## src/icc_pkg.sv

```systemverilog
`default_nettype none
// ---------------------------------------------------------------------------
// Shared constants and types of the input capture channel
// ---------------------------------------------------------------------------
package icc_pkg;

   // ------------------------------------------------------------------------
   // Register port
   // ------------------------------------------------------------------------
   localparam int ADDR_W = 8;
   localparam int DATA_W = 16;
   localparam logic [ADDR_W-1:0] OFS_CTRL = 8'h00; // capture_channel_control
   localparam logic [ADDR_W-1:0] OFS_BUF = 8'h04; // Capture buffer, read pops.
   localparam logic [ADDR_W-1:0] OFS_IST = 8'h08; // Sticky interrupt status.
   localparam logic [ADDR_W-1:0] OFS_ICLR = 8'h0c; // Write one to clear.
   localparam logic [ADDR_W-1:0] OFS_IEN = 8'h10; // Interrupt enable.

   // ------------------------------------------------------------------------
   // Control register field positions
   // ------------------------------------------------------------------------
   localparam int BIT_IDLE = 13;
   localparam int BIT_TB = 7;
   localparam int BIT_RATE_HI = 6;
   localparam int BIT_RATE_LO = 5;
   localparam int BIT_OVF = 4;
   localparam int BIT_BNE = 3;
   localparam int BIT_MODE_HI = 2;
   localparam int BIT_MODE_LO = 0;

   // ------------------------------------------------------------------------
   // Interrupt status bits and buffer shape
   // ------------------------------------------------------------------------
   localparam int IRQ_W = 2;
   localparam int IRQ_CAP = 0; // Capture count reached.
   localparam int IRQ_WAKE = 1; // Wake edge during sleep or idle.
   localparam int BUF_DEPTH = 4;
   localparam int PTR_W = 2;
   localparam int CNT_W = 3;
   localparam logic [CNT_W-1:0] BUF_FULL = 3'h4;
   localparam logic [3:0] PRESC4_LAST = 4'h3;
   localparam logic [3:0] PRESC16_LAST = 4'hf;

   typedef enum logic [2:0] {
      MODE_OFF = 3'b000,
      MODE_ANY = 3'b001,
      MODE_FALL = 3'b010,
      MODE_RISE = 3'b011,
      MODE_P4 = 3'b100,
      MODE_P16 = 3'b101,
      MODE_UNUSED = 3'b110,
      MODE_WAKE = 3'b111
   } icc_mode_t;

   typedef struct packed {
      logic idle_halt_select;
      logic capture_timebase_select;
      logic [1:0] captures_per_interrupt;
      icc_mode_t capture_mode_select;
   } icc_ctrl_t;

   localparam icc_ctrl_t CTRL_RST = '{1'b0, 1'b0, 2'h0, MODE_OFF};

endpackage
`default_nettype wire

```

## src/icc_edge_presc.sv

```systemverilog
`timescale 1ns/1ps
`default_nettype none
// ---------------------------------------------------------------------------
// Edge detector and edge prescaler of the capture pin
// ---------------------------------------------------------------------------
module icc_edge_presc (
   input wire logic clk_i,
   input wire logic sys_rst_i,
   input wire logic pin_i,
   input var icc_pkg::icc_mode_t mode_i,
   output logic event_o,
   output logic wake_o
);

   logic pin_q;
   logic rise;
   logic fall;
   logic [3:0] presc;
   icc_pkg::icc_mode_t mode_q;
   logic next_event;

   // The pin is already synchronous, so one stage is enough to see edges.
   always_ff @(posedge clk_i or posedge sys_rst_i) begin
      if (sys_rst_i) begin
         pin_q <= 1'b0;
         mode_q <= icc_pkg::MODE_OFF;
      end else begin
         pin_q <= pin_i;
         mode_q <= mode_i;
      end
   end

   assign rise = pin_i & ~pin_q;
   assign fall = ~pin_i & pin_q;

   // Prescaler restarts on any mode change so a new ratio starts clean.
   always_ff @(posedge clk_i or posedge sys_rst_i) begin
      if (sys_rst_i) begin
         presc <= 4'h0;
      end else if (mode_i != mode_q) begin
         presc <= 4'h0;
      end else if (rise && mode_i == icc_pkg::MODE_P4) begin
         presc <= (presc == icc_pkg::PRESC4_LAST) ? 4'h0 : presc + 4'h1;
      end else if (rise && mode_i == icc_pkg::MODE_P16) begin
         presc <= presc + 4'h1;
      end
   end

   // Decode the capture event for each mode.
   always_comb begin
      next_event = 1'b0;
      unique case (mode_i)
         icc_pkg::MODE_ANY: next_event = rise | fall;
         icc_pkg::MODE_FALL: next_event = fall;
         icc_pkg::MODE_RISE: next_event = rise;
         icc_pkg::MODE_P4: next_event = rise && presc == icc_pkg::PRESC4_LAST;
         icc_pkg::MODE_P16: next_event = rise && presc == icc_pkg::PRESC16_LAST;
         icc_pkg::MODE_OFF, icc_pkg::MODE_UNUSED, icc_pkg::MODE_WAKE: next_event = 1'b0;
      endcase
   end

   // Registered pulses, one cycle after the edge was seen.
   always_ff @(posedge clk_i or posedge sys_rst_i) begin
      if (sys_rst_i) begin
         event_o <= 1'b0;
         wake_o <= 1'b0;
      end else begin
         event_o <= next_event && mode_i == mode_q;
         wake_o <= rise && mode_i == icc_pkg::MODE_WAKE;
      end
   end
endmodule
`default_nettype wire

```

## src/icc_capture.sv

```systemverilog
// Design decisions made here: the placing of the registers and the plain strobed port.
`timescale 1ns/1ps
`default_nettype none
module icc_capture (
   input wire logic clk_i,
   input wire logic sys_rst_i,
   input wire logic [icc_pkg::ADDR_W-1:0] addr_i,
   input wire logic [icc_pkg::DATA_W-1:0] wdata_i,
   input wire logic wr_i,
   input wire logic rd_i,
   output logic [icc_pkg::DATA_W-1:0] rdata_o,
   input wire logic cap_pin_i,
   input wire logic [icc_pkg::DATA_W-1:0] counter_a_i,
   input wire logic [icc_pkg::DATA_W-1:0] counter_b_i,
   input wire logic sleep_idle_i,
   output logic irq_o
);

   // ------------------------------------------------------------------------
   // Declarations
   // ------------------------------------------------------------------------
   icc_pkg::icc_ctrl_t ctrl;
   logic [icc_pkg::DATA_W-1:0] buf_mem [icc_pkg::BUF_DEPTH];
   logic [icc_pkg::PTR_W-1:0] wr_ptr;
   logic [icc_pkg::PTR_W-1:0] rd_ptr;
   logic [icc_pkg::CNT_W-1:0] count;
   logic ovf;
   logic bne;
   logic full;
   logic [1:0] rate_cnt;
   logic [icc_pkg::IRQ_W-1:0] irq_stat;
   logic [icc_pkg::IRQ_W-1:0] irq_en;
   logic cap_event;
   logic wake_edge;
   logic push;
   logic pop;
   logic cap_irq;
   logic wake_irq;
   logic wr_ctrl;
   logic wr_clr;
   logic wr_en;
   logic rd_buf;
   logic capturing;
   logic [icc_pkg::DATA_W-1:0] cap_word;
   logic [icc_pkg::DATA_W-1:0] next_rdata;

   // ------------------------------------------------------------------------
   // Pin edge handling
   // ------------------------------------------------------------------------

   // Edge detection and prescaling live in a leaf so the ratios stay local.
   icc_edge_presc u_edge (
      .clk_i(clk_i),
      .sys_rst_i(sys_rst_i),
      .pin_i(cap_pin_i),
      .mode_i(ctrl.capture_mode_select),
      .event_o(cap_event),
      .wake_o(wake_edge)
   );

   // ------------------------------------------------------------------------
   // Register port decode
   // ------------------------------------------------------------------------

   // Strobes are one cycle long, so every decoded term is a one-cycle pulse.
   assign wr_ctrl = wr_i && addr_i == icc_pkg::OFS_CTRL;
   assign wr_clr = wr_i && addr_i == icc_pkg::OFS_ICLR;
   assign wr_en = wr_i && addr_i == icc_pkg::OFS_IEN;
   assign rd_buf = rd_i && addr_i == icc_pkg::OFS_BUF;

   // Control register; the two status bits are not stored here at all.
   always_ff @(posedge clk_i or posedge sys_rst_i) begin
      if (sys_rst_i) begin
         ctrl <= icc_pkg::CTRL_RST;
      end else if (wr_ctrl) begin
         ctrl.idle_halt_select <= wdata_i[icc_pkg::BIT_IDLE];
         ctrl.capture_timebase_select <= wdata_i[icc_pkg::BIT_TB];
         ctrl.captures_per_interrupt <= wdata_i[icc_pkg::BIT_RATE_HI:icc_pkg::BIT_RATE_LO];
         ctrl.capture_mode_select <=
            icc_pkg::icc_mode_t'(wdata_i[icc_pkg::BIT_MODE_HI:icc_pkg::BIT_MODE_LO]);
      end
   end

   // ------------------------------------------------------------------------
   // Capture buffer
   // ------------------------------------------------------------------------

   // The wake mode never captures, even if an event slipped through a mode change.
   assign capturing = ctrl.capture_mode_select != icc_pkg::MODE_WAKE;
   assign full = count == icc_pkg::BUF_FULL;
   assign push = cap_event && capturing && !full;
   assign pop = rd_buf && bne;
   assign bne = count != '0;

   // Timebase choice is made at the capture edge, not when software reads.
   assign cap_word = ctrl.capture_timebase_select ? counter_a_i : counter_b_i;

   // Storage writes only; no reset needed for data words.
   always_ff @(posedge clk_i) begin
      if (push) begin
         buf_mem[wr_ptr] <= cap_word;
      end
   end

   // Pointers wrap naturally since the depth is a power of two.
   always_ff @(posedge clk_i or posedge sys_rst_i) begin
      if (sys_rst_i) begin
         wr_ptr <= '0;
         rd_ptr <= '0;
         count <= '0;
      end else begin
         if (push) begin
            wr_ptr <= wr_ptr + 2'h1;
         end
         if (pop) begin
            rd_ptr <= rd_ptr + 2'h1;
         end
         if (push && !pop) begin
            count <= count + 3'h1;
         end else if (pop && !push) begin
            count <= count - 3'h1;
         end
      end
   end

   // Overflow drops the new word and keeps the old ones. Hardware clears
   // it when the buffer is drained; a new overflow in that cycle wins.
   always_ff @(posedge clk_i or posedge sys_rst_i) begin
      if (sys_rst_i) begin
         ovf <= 1'b0;
      end else if (cap_event && capturing && full) begin
         ovf <= 1'b1;
      end else if (pop && count == 3'h1 && !push) begin
         ovf <= 1'b0;
      end
   end

   // ------------------------------------------------------------------------
   // Interrupt generation
   // ------------------------------------------------------------------------

   // Both-edge mode ignores the rate field and interrupts on each capture.
   always_comb begin
      cap_irq = 1'b0;
      if (cap_event && capturing) begin
         cap_irq = ctrl.capture_mode_select == icc_pkg::MODE_ANY
                   || rate_cnt == ctrl.captures_per_interrupt;
      end
   end

   // Captures counted toward the rate; restarts whenever the channel is off.
   always_ff @(posedge clk_i or posedge sys_rst_i) begin
      if (sys_rst_i) begin
         rate_cnt <= 2'h0;
      end else if (ctrl.capture_mode_select == icc_pkg::MODE_OFF) begin
         rate_cnt <= 2'h0;
      end else if (cap_irq) begin
         rate_cnt <= 2'h0;
      end else if (cap_event && capturing) begin
         rate_cnt <= rate_cnt + 2'h1;
      end
   end

   // Wake edges count only while the device reports sleep or idle.
   assign wake_irq = wake_edge && sleep_idle_i &&
                     ctrl.capture_mode_select == icc_pkg::MODE_WAKE;

   // Sticky status; a new event beats a clear in the same cycle.
   always_ff @(posedge clk_i or posedge sys_rst_i) begin
      if (sys_rst_i) begin
         irq_stat <= '0;
      end else begin
         irq_stat <= (irq_stat & ~(wr_clr ? wdata_i[icc_pkg::IRQ_W-1:0] : '0))
                     | {wake_irq, cap_irq};
      end
   end

   // Enable register gates status onto the single level output.
   always_ff @(posedge clk_i or posedge sys_rst_i) begin
      if (sys_rst_i) begin
         irq_en <= '0;
      end else if (wr_en) begin
         irq_en <= wdata_i[icc_pkg::IRQ_W-1:0];
      end
   end

   assign irq_o = |(irq_stat & irq_en);

   // ------------------------------------------------------------------------
   // Read path
   // ------------------------------------------------------------------------

   // Unmapped and write-only addresses read as zero.
   always_comb begin
      next_rdata = '0;
      if (rd_i) begin
         unique case (addr_i)
            icc_pkg::OFS_CTRL: begin
               next_rdata[icc_pkg::BIT_IDLE] = ctrl.idle_halt_select;
               next_rdata[icc_pkg::BIT_TB] = ctrl.capture_timebase_select;
               next_rdata[icc_pkg::BIT_RATE_HI:icc_pkg::BIT_RATE_LO] = ctrl.captures_per_interrupt;
               next_rdata[icc_pkg::BIT_OVF] = ovf;
               next_rdata[icc_pkg::BIT_BNE] = bne;
               next_rdata[icc_pkg::BIT_MODE_HI:icc_pkg::BIT_MODE_LO] = ctrl.capture_mode_select;
            end
            icc_pkg::OFS_BUF: next_rdata = bne ? buf_mem[rd_ptr] : '0;
            icc_pkg::OFS_IST: next_rdata[icc_pkg::IRQ_W-1:0] = irq_stat;
            icc_pkg::OFS_IEN: next_rdata[icc_pkg::IRQ_W-1:0] = irq_en;
            default: next_rdata = '0;
         endcase
      end
   end

   // Read data stands for exactly the cycle after the strobe.
   always_ff @(posedge clk_i or posedge sys_rst_i) begin
      if (sys_rst_i) begin
         rdata_o <= '0;
      end else begin
         rdata_o <= next_rdata;
      end
   end
endmodule
`default_nettype wire

```

## config.mk

```make
export PLATFORM = sky130hd
export DESIGN_NAME = icc_capture
export DESIGN_NICKNAME = d
export VERILOG_FILES = /design/src/icc_pkg.sv /design/src/icc_edge_presc.sv /design/src/icc_capture.sv
export SDC_FILE = /design/constraint.sdc
export NUM_CORES = 1
export LEC_CHECK = 0
export BUFFER_PORTS_ARGS = -buffer_cell sky130_fd_sc_hd__buf_2
export CAP_MARGIN = 20
export CORE_MARGIN = 1
export CORE_UTILIZATION = 35
export DETAILED_ROUTE_END_ITERATION = 10
export SYNTH_ARGS = -nofsm -noshare
export SYNTH_HDL_FRONTEND = slang
export SYNTH_SLANG_ARGS = --single-unit
export TNS_END_PERCENT = 1
```

## constraint.sdc

```tcl
create_clock -name clk_i -period 2.2 [get_ports clk_i]
set_input_delay 0.22 -clock clk_i [delete_from_list [all_inputs] [get_ports clk_i]]
set_output_delay 0.22 -clock clk_i [all_outputs]
set_load 0.1 [all_outputs]
```

==> results of run 1 <==
## layer usage
layer / up-vias / track usage, % / share of wire (%)
met5: - / 0 / 0
met2: 54 / 23.8 / 49
li1: 1279 / - / -
met3: 9 / 3.26 / 3.1
met4: 0 / 4.53 / 1.2
met1: 1381 / 18.5 / 47
## synthesized netlist by cell type, types with 5 or more instances
master	n
sky130_fd_sc_hd__and2_1	13
sky130_fd_sc_hd__edfxtp_1	64
sky130_fd_sc_hd__nor2_1	13
sky130_fd_sc_hd__mux4_2	13
sky130_fd_sc_hd__nand3_1	5
sky130_fd_sc_hd__dfrtp_1	47
sky130_fd_sc_hd__xnor2_1	7
sky130_fd_sc_hd__mux2i_1	5
sky130_fd_sc_hd__inv_1	14
sky130_fd_sc_hd__mux2_2	22
sky130_fd_sc_hd__xor2_1	5
sky130_fd_sc_hd__a22o_1	7
sky130_fd_sc_hd__buf_2	7
sky130_fd_sc_hd__ha_1	12
## per-stage QoR
stage	hold slack [ps]	power (uW)	area (um2)
2_1_floorplan	251	2760	4820
3_3_place_gp	320	2900	5420
3_5_place_dp	320	2930	5420
4_1_cts	13.3	4530	5730
5_1_grt	19.8	4680	5730
6_report	30.8	4480	5730
## power groups by stage
| stage | registers, uW | logic, uW | clock network (uW) |
|---|---|---|---|
| 2_1_floorplan | 2370 | 387 | 0 |
| 3_3_place_gp | 2400 | 506 | 0 |
| 3_5_place_dp | 2400 | 525 | 0 |
| 4_1_cts | 2360 | 529 | 1650 |
| 5_1_grt | 2370 | 593 | 1720 |
| 6_report | 2360 | 518 | 1610 |
## layout make-up
class / count / share of cell area, %
multi-input combinational: 156 / 27.1
clock inverter: 4 / 0.634
clock buffer: 12 / 4.50
sequential: 111 / 54.1
timing repair buffer: 89 / 8.91
tap: 176 / 3.85
inverter: 14 / 0.918
## repair_timing
item | in CTS | in global routing
resized for setup | 0 | 0
endpoints found under the setup margin | 0 | 0
setup buffers | 0 | 0
hold buffers | 1 | 0
hold endpoints to repair | 23 | 0
## cell families after synthesis
group,after synthesis,synth area share (%)
adders and majority gates,13,3.32
AOI/OAI and AO/OA,27,4.68
and+or+nand+nor,57,7.19
xor gates and xnor gates,12,2.18
buffers and inverters,28,3.48
DFF,111,64.3
muxes,47,14.8
## worst reg2reg max path: stages (launching register included)
cell and delay, ps:
sky130_fd_sc_hd__dfrtp_1 420, sky130_fd_sc_hd__inv_1 100, sky130_fd_sc_hd__ha_1 260, sky130_fd_sc_hd__nand2b_1 120
sky130_fd_sc_hd__nand3_1 210, sky130_fd_sc_hd__nor2_4 140, sky130_fd_sc_hd__inv_1 50, sky130_fd_sc_hd__ha_1 330
sky130_fd_sc_hd__nor2_1 150, sky130_fd_sc_hd__xnor2_1 120
## sequential cells by signal, summed over array words and instances, names as in the netlist
| name | flops |
|---|---|
| buf_mem | 64 |
| rdata_o | 16 |
| ctrl | 7 |
| u_edge.presc | 4 |
| count | 3 |
| u_edge.mode_q | 3 |
| irq_en | 2 |
| irq_stat | 2 |
| rate_cnt | 2 |
| rd_ptr | 2 |
| wr_ptr | 2 |
| ovf | 1 |
| u_edge.event_o | 1 |
| u_edge.pin_q | 1 |
| u_edge.wake_o | 1 |
## worst paths after layout
path	from	to	slack, ps	cells after the start
worst max-delay path	count[0]$_DFFE_PP0P_	count[2]$_DFFE_PP0P_	220	9
worst min-delay path	cap_pin_i	u_edge.pin_q$_DFF_PP0_	30	1
worst max register to register	count[0]$_DFFE_PP0P_	count[2]$_DFFE_PP0P_	220	9
worst min register to register	ctrl[6]$_DFFE_PP0P_	ctrl[6]$_DFFE_PP0P_	510	1
max in group asynchronous	sys_rst_i	rate_cnt[1]$_DFFE_PP0P_	1130	4
min in group asynchronous	sys_rst_i	rdata_o[11]$_DFF_PP0_	480	3
## cell usage in the layout, fill, tap and decap left out, types with 2 or more instances in the layout
master / Yosys / routed
sky130_fd_sc_hd__and3b_1: 2 / 2
sky130_fd_sc_hd__inv_1: 14 / 13
sky130_fd_sc_hd__nand2_1: 4 / 4
sky130_fd_sc_hd__buf_2: 7 / 69
sky130_fd_sc_hd__nor3_1: 3 / 3
sky130_fd_sc_hd__and3_1: 2 / 2
sky130_fd_sc_hd__and2_1: 13 / 13
sky130_fd_sc_hd__nand4_1: 3 / 3
sky130_fd_sc_hd__a21oi_1: 2 / 2
sky130_fd_sc_hd__o22ai_1: 3 / 3
sky130_fd_sc_hd__o2bb2ai_1: 2 / 2
sky130_fd_sc_hd__nand2b_1: 2 / 2
sky130_fd_sc_hd__clkbuf_16: 0 / 10
sky130_fd_sc_hd__mux4_1: 3 / 3
sky130_fd_sc_hd__xor2_1: 5 / 5
sky130_fd_sc_hd__mux4_2: 13 / 13
sky130_fd_sc_hd__nor2_1: 13 / 13
sky130_fd_sc_hd__xnor2_1: 7 / 7
sky130_fd_sc_hd__buf_4: 2 / 18
sky130_fd_sc_hd__a2bb2oi_1: 2 / 2
sky130_fd_sc_hd__mux2_2: 22 / 22
sky130_fd_sc_hd__a22o_1: 7 / 7
sky130_fd_sc_hd__a41oi_1: 2 / 2
sky130_fd_sc_hd__nand3_1: 5 / 5
sky130_fd_sc_hd__ha_1: 12 / 12
sky130_fd_sc_hd__dfrtp_1: 47 / 47
sky130_fd_sc_hd__edfxtp_1: 64 / 64
sky130_fd_sc_hd__mux2i_1: 5 / 5
sky130_fd_sc_hd__mux2_1: 4 / 4
sky130_fd_sc_hd__clkbuf_1: 0 / 2
==> flow_summary.ini, run 1 <==
[status]
outcome = finished, final reports clean

[synthesis]
synth-async-reset-ratio_pct = 42.3
synth_top_flop_cell = sky130_fd_sc_hd__edfxtp_1
postSynthRegisterBits = 111
synth.area.top_cells = sky130_fd_sc_hd__edfxtp_1 40%, sky130_fd_sc_hd__dfrtp_1 24%, sky130_fd_sc_hd__mux4_2 6.1%, sky130_fd_sc_hd__mux2_2 5.1%, sky130_fd_sc_hd__ha_1 3.1%
post-synth-top-area-cell = sky130_fd_sc_hd__edfxtp_1
synth_largest_type_area_fraction_pct = 39.9
synthesis.yosys.warnings = 0
count_of_distinct_cell_types_in_the_synthesized_netlist = 50
mean_area_per_synthesized_cell_um2 = 16.3
synth-seq-area-share_pct = 64.3
post_synth_instance_area_mm2 = 0.00482
count_of_flip_flops_with_a_built_in_enable_after_synthesis = 64
synthesis.instances = 295
postSynthNetCount = 369

[setup_path]
critPathMaxStageDelay_ps = 420
cp_max_fanout = 4
cp_data_arrival_time_ps = 2250
path_class = reg2reg
timing.critical_path.max_delay_family = simple AND/OR/NAND/NOR gates
start_kind = flip-flop
critical_path_required_ps = 2470
cp_slowest_cell = sky130_fd_sc_hd__dfrtp_1
cell_by_cell_trace_of_the_critical_path = inv_1 > ha_1 > nand2b_1 > nand3_1 > nor2_4 > inv_1 > ha_1 > nor2_1 > xnor2_1
cp.buffers_inverters = 2
timing.critical_path.to_type = flip-flop

[clock_network]
clk_root_buffer_cell = sky130_fd_sc_hd__clkbuf_16
clk_latency_ps = 340
h_tree_levels = 3
clock_pin_slew_of_the_registers_on_the_worst_case_setup_and_hold_paths_ps = 70
tritoncts = yes
cts-root-to-sink-buffers = 2
cts.sinks = 111
cts_bufs_inserted = 9

[detailed_routing]
ant_nets = 0
finalWirelength_um = 9250
routed-via-count = 2723
route.detailed.drc = 0
drt_pre_antenna_iters = 4
drt-vias-per-instance = 4.85
drt-initial-drc-count = 139
avgRoutedWirePerCell_um = 16.5

[power]
leakagePower_uw = 0.00241
power.internal_uw = 3380
p_seq_share_pct = 52.6
power.share.clock_pct = 35.9
switchingPower_uw = 1100
power_density_mw_per_mm2 = 782
power.share.switching_pct = 24.5
power.combinational.fraction_pct = 11.6
max-vdd-ir-drop_v = 0.000492

[timing]
skew_ps = 9.34
worst-slew-pin-transition_ps = 802
final-max-slew-violation-count = 0
sum_neg_setup_slack_ps = 0
hold_viol_final = 0
final.setup.worst_slack_ps = 220
grt_setup_unrepaired = no
slew-limit-headroom_pct = 46.6
timing.final.crit_period_ps = 1980
max_freq_mhz = 505
finalCritPeriodShare_pct = 90.0
finalSetupViolCount = 0

[cells_and_area]
nFillCells = 1236
multiInputGateArea_mm2 = 0.00155
final_util_pct = 42.9
finalNonFillerCells = 562
layout-drive-gt1-share_pct = 38.1
synthToLayoutAreaGrowth_pct = 18.9
antenna_cells = 0
register_area_mm2 = 0.00310
final_nets = 455

[floorplan]
fp.dieW_um = 119
floorplan.die.height_um = 119
fp-row-count = 42
initial_utilization_pct = 36.1
die_ar_mm2 = 0.0142
boundaryPins = 79
core-area_mm2 = 0.0133

[place]
pre_cts_ws_ps = 251
port-buffer-count = 69
place_congestion = 0.719
hpwlAfterDp_um = 6430
dp_cells = 545

[global_routing]
grt_max_degree = 26
wire_length_of_the_first_global_routing_pass_um = 15300
grt_pass1_vias = 2943
grt-ovfl-total = 0
grt.total_usage_pct = 14.3
grt_antenna_before_repair = 0

[flow_run]
maxcap_violations = 0

[hold_path]
hold_class = in2reg
Power figures use the tool's default switching activity.
==> inputs of run 2 (changes only) <==
- CORE_UTILIZATION: 35 -> 56
- PLACE_DENSITY: not set -> 0.79
- SETUP_SLACK_MARGIN: not set -> 0.2
==> run 2 against run 1 <==
Register-to-register slack gained 160 ps. Via count rose by 0.18%. Critical path depth stayed put. Worst hold slack better by 33 ps. Clock-buffer cell count fell by 3. Final cell count down 13%. Largest power group unchanged.
==> flow_summary.ini, run 2 (synthesis gave the netlist of run 1 again) <==
[hold_path]
hold_class = in2reg
hold-path-endpoint = ctrl[6]$_DFFE_PP0P_
hold_depth = 2
hold_start = wdata_i[13]

[setup_path]
worst_r2r_start = count[1]$_DFFE_PP0P_
setup.reg_to_reg.worst_slack_ps = 380
cp_max_fanout = 4
cp_data_arrival_time_ps = 2110
critical_path_required_ps = 2490
start_kind = flip-flop
path_class = reg2reg
critical_path.reg2reg.endpoint = count[2]$_DFFE_PP0P_
reg2regPathDepth = 9
timing.critical_path.to_type = flip-flop

[place]
hpwlAfterDp_um = 5950
place_congestion = 0.806
pre_cts_ws_ps = 257
port-buffer-count = 69

[clock_network]
clock_pin_slew_of_the_registers_on_the_worst_case_setup_and_hold_paths_ps = 110
cts.sinks = 111
cts-root-to-sink-buffers = 2
clk_latency_ps = 370
tritoncts = yes
cts_bufs_inserted = 9
clk_root_buffer_cell = sky130_fd_sc_hd__clkbuf_8
h_tree_levels = 3

[cells_and_area]
layout_top_registers = buf_mem (64), rdata_o (16), ctrl (7)
mostFrequentLayoutCell = sky130_fd_sc_hd__buf_2
multiInputGateArea_mm2 = 0.00156
synthToLayoutAreaGrowth_pct = 16.1
largest_reg_flops = 64
layout-drive-gt1-share_pct = 38.3
most-common-layout-cells = 69 x sky130_fd_sc_hd__buf_2, 64 x sky130_fd_sc_hd__edfxtp_1, 47 x sky130_fd_sc_hd__dfrtp_1
register_area_mm2 = 0.00310
nFillCells = 568
final_nets = 453
antenna_cells = 0
max_flop_register = buf_mem

[detailed_routing]
route.detailed.drc = 0
avgRoutedWirePerCell_um = 17.7
drt-initial-drc-count = 108
drt_pre_antenna_iters = 4
ant_nets = 0
routed-via-count = 2728
drt-vias-per-instance = 5.58
finalWirelength_um = 8680

[power]
power.combinational.fraction_pct = 13.0
power.share.switching_pct = 25.7
max-vdd-ir-drop_v = 0.000445
power.share.clock_pct = 30.9
power.internal_uw = 3110
power_density_mw_per_mm2 = 749
switchingPower_uw = 1080
leakagePower_uw = 0.00238
p_seq_share_pct = 56.0

[timing]
worst-slew-pin-transition_ps = 790
finalSetupViolCount = 0
skew_ps = 14.6
sum_neg_setup_slack_ps = 0
timing.final.crit_period_ps = 1820
grt_setup_unrepaired = no
max_freq_mhz = 550
finalCritPeriodShare_pct = 82.6
hold_viol_final = 0
final.setup.worst_slack_ps = 382
slew-limit-headroom_pct = 47.4
final-max-slew-violation-count = 0

[status]
outcome = finished, final reports clean

[global_routing]
grt-ovfl-total = 0
grt_antenna_before_repair = 0
grt.total_usage_pct = 21.7
wire_length_of_the_first_global_routing_pass_um = 14000
grt_max_degree = 26
grt_pass1_vias = 2892

[floorplan]
fp-row-count = 33
initial_utilization_pct = 58.3
floorplan.die.height_um = 94.7
boundaryPins = 79
core-area_mm2 = 0.00826
die_ar_mm2 = 0.00898
fp.dieW_um = 94.7

[flow_run]
maxcap_violations = 0
-- run 2: cell count changes in the layout (fill, tap and decap cells not counted), moves of 2 or more --
cell	before	now
sky130_fd_sc_hd__clkbuf_8	0	9
sky130_fd_sc_hd__buf_4	18	12
sky130_fd_sc_hd__clkbuf_1	2	0
sky130_fd_sc_hd__buf_12	1	4
sky130_fd_sc_hd__clkbuf_16	10	0
-- run 2: cell type report --
class,count,area share (%)
repair buffers,87,9.57
clock inverters,7,1.70
clock buffers,9,2.21
flip-flops and latches,111,55.4
well taps,105,2.35
multi-input cells,156,27.8
inverters,14,0.940
-- run 2: stage by stage --
| stage | instances | util [%] | instance area (um2) | power [uW] | hold WS (ps) |
|---|---|---|---|---|---|
| final | 489 | 67.7 | 5590 | 4190 | 63.8 |
| after global routing | 489 | 67.7 | 5590 | 4390 | 42.4 |
| after CTS | 487 | 67.5 | 5570 | 4200 | 49.7 |
| after detailed placement | 469 | 64.6 | 5330 | 2910 | 137 |
| after global placement | 469 | 64.6 | 5330 | 2890 | 133 |
| after floorplan | 295 | - | 4820 | 2760 | 251 |
-- run 2: power by group through the flow --
stage               sequential (uW)  clock (uW)  combinational [uW]
floorplan                      2370           0                 387
global placement               2390           0                 496
detailed placement             2400           0                 512
CTS                            2350        1320                 521
global route                   2360        1420                 614
finish                         2350        1300                 545
-- run 2: critical path, cell delays in order (launching register included) --
cell and delay, ps:
sky130_fd_sc_hd__dfrtp_1 380, sky130_fd_sc_hd__inv_1 80, sky130_fd_sc_hd__ha_1 230, sky130_fd_sc_hd__nand2b_1 150, sky130_fd_sc_hd__nand3_2 150, sky130_fd_sc_hd__nor2_4 130
sky130_fd_sc_hd__inv_1 50, sky130_fd_sc_hd__ha_1 320, sky130_fd_sc_hd__nor2_1 140, sky130_fd_sc_hd__xnor2_1 120
-- run 2: per-layer routing --
metal | up-vias | track usage [%] | routed length, um | part of all wire [%]
li1 | 1273 | - | - | -
met1 | 1380 | 25.6 | 3640 | 42
met2 | 69 | 38.2 | 4630 | 53
met3 | 6 | 5.72 | 334 | 3.8
met4 | 0 | 7.58 | 77 | 0.89
met5 | - | 0 | 0 | 0
-- run 2: how the worst max path moves through the flow --
stage / start / endpoint / slack (ps)
final: count[1]$_DFFE_PP0P_ / count[2]$_DFFE_PP0P_ / 380
after floorplan: count[0]$_DFFE_PP0P_ / count[2]$_DFFE_PP0P_ / 270
after CTS: count[0]$_DFFE_PP0P_ / count[2]$_DFFE_PP0P_ / 230
after global placement: count[0]$_DFFE_PP0P_ / count[2]$_DFFE_PP0P_ / 310
after detailed placement: count[0]$_DFFE_PP0P_ / count[2]$_DFFE_PP0P_ / 260
after global routing: count[1]$_DFFE_PP0P_ / count[2]$_DFFE_PP0P_ / 220
-- run 2: what timing repair did --
item,CTS,global route
gates resized for setup,0,1
hold endpoints to repair,7,0
hold buffers,2,0
setup buffers,0,2
endpoints found under the setup margin,0,3
